File: src/rtccs_regs.vh
/*
 * Constants of the clock/calendar control, event-flag and integrity
 * status block: byte locations, field positions, reset values and the
 * calendar codes used by the seasonal adjustment.
 * Assumes it is included once by bare name from the block's design file.
 */
// What this block does
// - October last Sunday: leave 1:59:59, fall to 1:00:00
// - April first Sunday: leave 1:59:59, jump to 3:00:00
// - Seasonal jumps only while daylight-saving bit set
// - Hour format bit: 1 is 24-hour
// - Number format bit: 1 binary, 0 BCD
// - Square wave driven only when enabled, else low
// - Update event interrupts only with bit 4 set
// - Alarm event interrupts only with bit 5 set
// - Periodic event interrupts only with bit 6 set
// - Inhibit bit stops transfers and clears update enable
// - Update enable cleared whenever inhibit is 1
// - Host writes to event flags are ignored
// - Unused flag and integrity bits read zero
// - Update-ended flag set per cycle, cleared on read
// - Alarm flag set on alarm, cleared on read
// - Periodic flag set per interval, cleared on read
// - Request flag set for enabled pending flag
// - Integrity bit 7 shows backup source valid
// - Registers at 0B to 0D, control fully writable
// - Registers reachable even during an update cycle
`ifndef RTCCS_REGS_VH
`define RTCCS_REGS_VH

// byte locations
`define RTCCS_ADDR_A        8'h0a
`define RTCCS_ADDR_CTRL     8'h0b
`define RTCCS_ADDR_EVENT    8'h0c
`define RTCCS_ADDR_INTEG    8'h0d

// control register fields
`define RTCCS_DSE_BIT       0
`define RTCCS_HF_BIT        1
`define RTCCS_DF_BIT        2
`define RTCCS_SQUARE_WAVE_ENABLE_BIT      3
`define RTCCS_UIE_BIT       4
`define RTCCS_AIE_BIT       5
`define RTCCS_PIE_BIT       6
`define RTCCS_UTI_BIT       7
`define RTCCS_CTRL_RESET    8'h00

// event and integrity fields
`define RTCCS_UF_BIT        4
`define RTCCS_AF_BIT        5
`define RTCCS_PF_BIT        6
`define RTCCS_IRQ_REQUEST_FLAG_BIT      7
`define RTCCS_VALID_BIT     7

// calendar codes, binary
`define RTCCS_MONTH_APR     7'h04
`define RTCCS_MONTH_OCT     7'h0a
`define RTCCS_LAST_WEEK_DOM 7'h19
`define RTCCS_FIRST_WEEK_DOM 7'h07
`define RTCCS_SUNDAY        7'h01
`define RTCCS_HOUR_FALL     7'h01
`define RTCCS_HOUR_SPRING   7'h02
`define RTCCS_HOUR_REARM    7'h03
`define RTCCS_LAST_MINSEC   7'h3b
`define RTCCS_LOAD_FALL     8'h01
`define RTCCS_LOAD_SPRING   8'h03

`endif

File: src/rtccs_ctrl.v
/*
 * Control, event-flag and integrity-status logic of a clock/calendar
 * peripheral: format and enable register, clear-on-read event flags with
 * the composite request flag, backup-valid status, square-wave gating and
 * the two seasonal daylight-saving jumps.
 * Assumes a multiplexed byte bus whose strobes are synchronous to core_clk
 * and held for at least two clock cycles per phase, time counters that
 * present their user-format bytes and a one-cycle pulse just before each
 * one-second advance, and a divider that supplies the square-wave source
 * and the periodic tick.
 */
`include "rtccs_regs.vh"
`timescale 1ns/1ps
`default_nettype none

module rtccs_ctrl (
	// clock and reset
	input  wire       core_clk,
	input  wire       rst_b,
	// multiplexed host bus
	input  wire       cs_b,
	input  wire       addr_strobe,
	input  wire       data_strobe,
	input  wire       read_not_write,
	input  wire [7:0] ad_in,
	output reg  [7:0] ad_out_r,
	output reg        ad_oe_r,
	// events from the time-keeping side
	input  wire       update_done,
	input  wire       alarm_match,
	input  wire       periodic_tick,
	input  wire       square_src,
	input  wire       backup_ok,
	// time counter view, user format
	input  wire       sec_advance,
	input  wire [7:0] tod_sec,
	input  wire [7:0] tod_min,
	input  wire [7:0] tod_hour,
	input  wire [7:0] tod_dow,
	input  wire [7:0] tod_dom,
	input  wire [7:0] tod_month,
	// controls to the time-keeping side
	output reg        hour_format_select_r,
	output reg        number_format_select_r,
	output reg        transfer_enable_r,
	output reg        dst_load_r,
	output reg  [7:0] dst_hour_r,
	// pins
	output reg        square_wave_out_r,
	output reg        irq_b_r
);

	// bcd to binary when the number format is bcd
	function [6:0] to_bin;
		input [7:0] v;
		input       bin_mode;
		begin
			if (bin_mode)
				to_bin = v[6:0];
			else
				to_bin = v[6:4] * 7'd10 + {3'b000, v[3:0]};
		end
	endfunction

	// hour byte to 0..23, both hour formats
	function [6:0] hour24;
		input [7:0] v;
		input       h24;
		input       bin_mode;
		reg   [6:0] h;
		begin
			h = to_bin({1'b0, v[6:0]}, bin_mode);
			hour24 = h;
			if (!h24) begin
				if (h == 7'd12)
					hour24 = v[7] ? 7'd12 : 7'd0;
				else
					hour24 = v[7] ? h + 7'd12 : h;
			end
		end
	endfunction

	// control register and flags
	reg  [7:0] ctrl_r;
	reg  [7:0] ctrl_nxt;
	reg        uf_r;
	reg        af_r;
	reg        pf_r;
	reg        irq_request_flag_r;
	reg        uf_nxt;
	reg        af_nxt;
	reg        pf_nxt;
	reg        irq_request_flag_nxt;
	reg        valid_r;

	// bus tracking
	reg  [7:0] addr_r;
	reg        as_q_r;
	reg        ds_q_r;
	reg        rd_event_r;

	// seasonal state
	reg        fall_done_r;
	reg        spring_done_r;

	wire       sel      = ~cs_b;
	wire       ds_fall  = ds_q_r & ~data_strobe;
	wire       wr_take  = sel & ds_fall & ~read_not_write;
	wire       rd_take  = sel & ds_fall & read_not_write;
	wire       reading  = sel & data_strobe & read_not_write;

	wire       daylight_saving_enable   = ctrl_r[`RTCCS_DSE_BIT];
	wire       h24   = ctrl_r[`RTCCS_HF_BIT];
	wire       dbin  = ctrl_r[`RTCCS_DF_BIT];
	wire       square_wave_enable  = ctrl_r[`RTCCS_SQUARE_WAVE_ENABLE_BIT];
	wire       update_irq_enable   = ctrl_r[`RTCCS_UIE_BIT];
	wire       alarm_irq_enable   = ctrl_r[`RTCCS_AIE_BIT];
	wire       periodic_irq_enable   = ctrl_r[`RTCCS_PIE_BIT];
	wire       transfer_inhibit   = ctrl_r[`RTCCS_UTI_BIT];

	// decoded counter view
	wire [6:0] hr    = hour24(tod_hour, h24, dbin);
	wire [6:0] mn    = to_bin(tod_min, dbin);
	wire [6:0] sc    = to_bin(tod_sec, dbin);
	wire [6:0] mo    = to_bin(tod_month, dbin);
	wire [6:0] dm    = to_bin(tod_dom, dbin);
	wire [6:0] dw    = to_bin(tod_dow, dbin);
	wire       sunday = (dw == `RTCCS_SUNDAY);
	wire       last_tick = (mn == `RTCCS_LAST_MINSEC)
			&& (sc == `RTCCS_LAST_MINSEC);
	wire       oct_day = (mo == `RTCCS_MONTH_OCT) && sunday
			&& (dm >= `RTCCS_LAST_WEEK_DOM);
	wire       apr_day = (mo == `RTCCS_MONTH_APR) && sunday
			&& (dm <= `RTCCS_FIRST_WEEK_DOM);
	// the jump replaces the advance out of the last second of the hour
	wire       do_fall = daylight_saving_enable && sec_advance && oct_day && last_tick
			&& (hr == `RTCCS_HOUR_FALL) && !fall_done_r;
	wire       do_spring = daylight_saving_enable && sec_advance && apr_day && last_tick
			&& (hr == `RTCCS_HOUR_FALL) && !spring_done_r;

	// control register next value
	always @* begin
		ctrl_nxt = ctrl_r;
		if (wr_take && addr_r == `RTCCS_ADDR_CTRL)
			ctrl_nxt = ad_in;
		// inhibit wins over a write that sets the update enable
		if (ctrl_nxt[`RTCCS_UTI_BIT])
			ctrl_nxt[`RTCCS_UIE_BIT] = 1'b0;
	end

	// event flags: a new event in the clearing cycle survives
	always @* begin
		uf_nxt = (rd_event_r ? 1'b0 : uf_r) | update_done;
		af_nxt = (rd_event_r ? 1'b0 : af_r) | alarm_match;
		pf_nxt = (rd_event_r ? 1'b0 : pf_r) | periodic_tick;
		irq_request_flag_nxt = (rd_event_r ? 1'b0 : irq_request_flag_r)
			| (uf_nxt & ctrl_nxt[`RTCCS_UIE_BIT])
			| (af_nxt & ctrl_nxt[`RTCCS_AIE_BIT])
			| (pf_nxt & ctrl_nxt[`RTCCS_PIE_BIT]);
	end

	// bus strobes and address latch
	always @(posedge core_clk) begin
		if (!rst_b) begin
			addr_r     <= 8'h00;
			as_q_r     <= 1'b0;
			ds_q_r     <= 1'b0;
			rd_event_r <= 1'b0;
		end else begin
			as_q_r <= addr_strobe;
			ds_q_r <= data_strobe;
			// address taken while the strobe is high, held after its fall
			if (sel && addr_strobe)
				addr_r <= ad_in;
			// clear-on-read acts when the read ends, not while data is out
			rd_event_r <= rd_take && (addr_r == `RTCCS_ADDR_EVENT);
		end
	end

	// read data path; location 0a belongs to another block
	always @(posedge core_clk) begin
		if (!rst_b) begin
			ad_out_r <= 8'h00;
			ad_oe_r  <= 1'b0;
		end else begin
			ad_oe_r  <= 1'b0;
			ad_out_r <= 8'h00;
			if (reading) begin
				if (addr_r == `RTCCS_ADDR_CTRL) begin
					ad_oe_r  <= 1'b1;
					ad_out_r <= ctrl_r;
				end else if (addr_r == `RTCCS_ADDR_EVENT) begin
					ad_oe_r  <= 1'b1;
					ad_out_r <= {irq_request_flag_r, pf_r, af_r, uf_r, 4'h0};
				end else if (addr_r == `RTCCS_ADDR_INTEG) begin
					ad_oe_r  <= 1'b1;
					ad_out_r <= {valid_r, 7'h00};
				end
			end
		end
	end

	// registers; event and integrity locations take no writes
	always @(posedge core_clk) begin
		if (!rst_b) begin
			ctrl_r  <= `RTCCS_CTRL_RESET;
			uf_r    <= 1'b0;
			af_r    <= 1'b0;
			pf_r    <= 1'b0;
			irq_request_flag_r  <= 1'b0;
			valid_r <= 1'b0;
		end else begin
			ctrl_r  <= ctrl_nxt;
			uf_r    <= uf_nxt;
			af_r    <= af_nxt;
			pf_r    <= pf_nxt;
			irq_request_flag_r  <= irq_request_flag_nxt;
			valid_r <= backup_ok;
		end
	end

	// seasonal adjustment, one shot per affected day
	always @(posedge core_clk) begin
		if (!rst_b) begin
			fall_done_r   <= 1'b0;
			spring_done_r <= 1'b0;
			dst_load_r    <= 1'b0;
			dst_hour_r    <= 8'h00;
		end else begin
			dst_load_r <= do_fall | do_spring;
			if (do_fall)
				dst_hour_r <= `RTCCS_LOAD_FALL;
			else if (do_spring)
				dst_hour_r <= `RTCCS_LOAD_SPRING;
			if (do_fall)
				fall_done_r <= 1'b1;
			else if (!oct_day || hr >= `RTCCS_HOUR_REARM)
				fall_done_r <= oct_day & fall_done_r &
					(hr < `RTCCS_HOUR_REARM);
			// leaving the day re-arms; the repeated hour stays guarded
			if (!oct_day)
				fall_done_r <= 1'b0;
			if (do_spring)
				spring_done_r <= 1'b1;
			else if (!apr_day)
				spring_done_r <= 1'b0;
		end
	end

	// outputs to the time side and pins
	always @(posedge core_clk) begin
		if (!rst_b) begin
			hour_format_select_r   <= 1'b0;
			number_format_select_r <= 1'b0;
			transfer_enable_r      <= 1'b1;
			square_wave_out_r      <= 1'b0;
			irq_b_r                <= 1'b1;
		end else begin
			hour_format_select_r   <= h24;
			number_format_select_r <= dbin;
			transfer_enable_r      <= ~transfer_inhibit;
			square_wave_out_r      <= square_wave_enable & square_src;
			irq_b_r                <= ~irq_request_flag_nxt;
		end
	end

endmodule

`default_nettype wire

File: config.mk
export PLATFORM = sky130hd
export DESIGN_NAME = rtccs_ctrl
export DESIGN_NICKNAME = d
export VERILOG_FILES = /design/src/rtccs_ctrl.v
export VERILOG_INCLUDE_DIRS = /design/src
export SDC_FILE = /design/constraint.sdc
export NUM_CORES = 1
export LEC_CHECK = 0
export BUFFER_PORTS_ARGS = -buffer_cell sky130_fd_sc_hd__buf_2
export CORE_ASPECT_RATIO = 1.25
export CORE_MARGIN = 2
export CORE_UTILIZATION = 49
export CTS_BUF_LIST = sky130_fd_sc_hd__clkbuf_2 sky130_fd_sc_hd__clkbuf_4 sky130_fd_sc_hd__clkbuf_8
export CTS_CLUSTER_DIAMETER = 50
export DETAILED_ROUTE_END_ITERATION = 12
export HOLD_SLACK_MARGIN = 0.15
export PLACE_DENSITY = 0.74
export RECOVER_POWER = 25
export SETUP_SLACK_MARGIN = 0.15
export SKIP_CTS_REPAIR_TIMING = 1
export SLEW_MARGIN = 5
export SYNTH_ARGS = -nofsm -noshare
export SYNTH_HDL_FRONTEND = slang
export SYNTH_SLANG_ARGS = --single-unit
File: constraint.sdc
create_clock -name core_clk -period 5.35 [get_ports core_clk]
set_input_delay 0.535 -clock core_clk [delete_from_list [all_inputs] [get_ports core_clk]]
set_output_delay 0.535 -clock core_clk [all_outputs]
set_load 0.01 [all_outputs]
==> run_results.csv <==
group,metric,value,unit
placement,io_buffers,79,
job,cap_violations,0,
sta,period_share,0.605,
synthesis,yosysTopAreaCell,"dfxtp_1",
synthesis,synth_edf_count,0,
synthesis,synth_warnings,0,
synthesis,yosysSeqAreaShare,0.257,
finish,multi_input_area,0.00223,mm^2
sta,finalHoldViolCount,0,
synthesis,syn_area,0.00327,mm^2
clock_network,cts-root-buf,"clkbuf_8",
finish,final_nets,573,
finish,drive_gt1_frac,0.215,
sta,setup-violations-final,0,
floorplan,fp.dieArea,0.00734,mm^2
global_routing,antenna_found_initial,0,
critical_path,critPathArrivalTime,3.41,ns
drt,dr.pass1.iters,4,
critical_path,crit_path_top_delay_cell,"a221oi_1",
synthesis,syn_avg_cell_area,8.48,um^2
floorplan,die_w,77.0,um
pwr,peakVddDrop,0.000100,V
sta,setup_tns,0,ns
sta,report.final.slew_viol_count,0,
critical_path,cp.required,5.52,ns
floorplan,ioPinCount,91,
finish,n_antenna_cell,0,
clock_network,cts_sinks,42,
finish,seq_area,841,um^2
placement,dp_hpwl,5970,um
sta,slew_headroom,0.284,
global_routing,gr-total-overflow,0,
drt,antenna_left,0,
pwr,p_leak,1.76,nW
finish,fillers,636,
global_routing,grt_pass1_vias,2869,
critical_path,crit_type,"primary input to flop",
clock_network,clkLatencyLatePin,0.29,ns
synthesis,synthDistinctLibCells,64,
status,status,"finished clean",
sta,fin_hold_ws,0.448,ns
finish,synthToLayoutAreaGrowth,16.4,%
sta,min_period,3.24,ns
finish,fin_area,0.00380,mm^2
synthesis,synth_top_area_frac,0.257,
drt,vias,3033,
critical_path,critPathMaxStageDelay,0.54,ns
synthesis,syn_inst,385,
critical_path,crit_path_start_kind,"primary input",
sta,skew,0.00527,ns
clock_network,h-tree-depth,2,
floorplan,fp.dieH,95.3,um
synthesis,synth_area_leaders,"dfxtp_1 26%, ha_1 15%, fa_1 3.7%, inv_1 3.7%, nand2_1 3.7%",
drt,viasPerCell,5.53,
synthesis,ys_ff_latch,42,
clock_network,cts_tree,"yes",
synthesis,ys.flop_type,"dfxtp_1",
drt,wire_per_inst,13.2,um
drt,drc,0,
hold_path,hold_class,"flop to flop",
synthesis,async_flop_share,0,
global_routing,grt_max_degree,32,
critical_path,crit_buf_inv,2,
critical_path,cpMostUsedCell,"ha_1",
critical_path,worstSetupEndpointType,"flop",
critical_path,critPathMaxFanout,5,
sta,max_freq,309,MHz
floorplan,row_count,33,
global_routing,track_usage,0.203,
critical_path,crit_family,"compound AO/OA/AOI/OAI gates",
floorplan,start_util,0.501,
placement,dpl_cell_area,0.00371,mm^2
global_routing,grt_pass1_wl,12300,um
synthesis,synthMostInstantiatedCell,"dfxtp_1",
drt,drt-initial-drc-count,108,
clock_network,cts_buffer_depth,2,
placement,place.gp.congestion,0.880,
floorplan,core_area,0.00652,mm^2
critical_path,crit_chain,"buf_2, ha_1, ha_1, xor2_1, mux2_2, inv_1, ha_1, or3b_2, nor2_1, nor3_1, a221oi_1, o21bai_1, o311a_1",
pwr,p_per_area,196,mW/mm^2
sta,tightest_slew,1.07,ns
synthesis,synth_commonest_cells,"42 x dfxtp_1, 39 x ha_1, 32 x inv_1, 32 x nand2_1, 20 x nor2_1",
clock_network,clkTransAtPathRegs,0.08,ns
sta,rsz0062_at_grt,"no",
clock_network,cts_buffers,5,
drt,wl,7230,um
## flip-flops by register name (all words and copies together), names as in the netlist
signal and flops:
transfer_enable_r 1, ds_q_r 1, ad_out_r 8, pf_r 1
uf_r 1, dst_load_r 1, ctrl_r 8, rd_event_r 1
addr_r 8, hour_format_select_r 1, dst_hour_r 2, spring_done_r 1
ad_oe_r 1, fall_done_r 1, number_format_select_r 1, irq_request_flag_r 1
irq_b_r 1, valid_r 1, square_wave_out_r 1, af_r 1
## layout by cell type, fill, tap and decap left out, types with 6 or more instances in the layout
master and instances:
a21boi_0 8, a21o_1 6, a21oi_1 15, and2_1 8, buf_2 77, clkbuf_8 6, conb_1 6, dfxtp_1 42
fa_1 6, ha_1 39, inv_1 32, mux2i_1 9, nand2_1 32, nand3_1 10, nor2_1 20, nor2b_1 16
nor3_1 11, nor3b_1 6, nor4_1 7, o21ai_0 8
## path summary, 6_finish.rpt
kind,from,to,slack (ns),depth (start not counted)
min reg2reg,ctrl_r[7],transfer_enable_r,0.45,1
max reg2reg,ctrl_r[2],dst_hour_r[0],2.19,11
min,ctrl_r[7],transfer_enable_r,0.45,1
max,tod_hour[4],dst_hour_r[0],2.11,13
## area by class of cell
| type | count | area share |
|---|---|---|
| tap | 87 | 0.0286 |
| sequential | 42 | 0.221 |
| timing repair buffer | 80 | 0.105 |
| inverter | 32 | 0.0316 |
| clock buffer | 6 | 0.0217 |
| multi-input combinational | 299 | 0.588 |
| clock inverter | 2 | 0.00329 |
## stage by stage
| step | worst slack (ns) | utilization | instances | total power [mW] |
|---|---|---|---|---|
| floorplan | 2.24 | - | 390 | 0.480 |
| global placement | 1.86 | 0.568 | 540 | 0.536 |
| detailed placement | 1.83 | 0.568 | 540 | 0.543 |
| CTS | 2.12 | 0.583 | 548 | 0.751 |
| global route | 1.96 | 0.582 | 548 | 0.798 |
| finish | 2.11 | 0.582 | 548 | 0.744 |
## metal layers
metal | routed length (um) | vias to the layer above | GRT usage
met1 | 3120 | 1411 | 0.238
li1 | - | 1532 | -
met2 | 3710 | 79 | 0.389
met3 | 297 | 11 | 0.0275
met5 | 0 | - | 0
met4 | 99 | 0 | 0.0551
## logic make-up after synthesis
| logic type | synth area share |
|---|---|
| AO/OA/AOI/OAI | 0.179 |
| adder cells (fa/ha/maj) | 0.186 |
| buffers and inverters | 0.0640 |
| AND/OR/NAND/NOR | 0.250 |
| other | 0.00115 |
| multiplexers | 0.0414 |
| flip-flops | 0.257 |
| XOR/XNOR | 0.0215 |
## power breakdown
part | switching (mW) | total, mW | internal, mW
logic | 0.118 | 0.215 | 0.0979
clock network | 0.105 | 0.209 | 0.104
registers | 0.00271 | 0.320 | 0.317
Note: power is estimated with default switching activity, not from simulation.
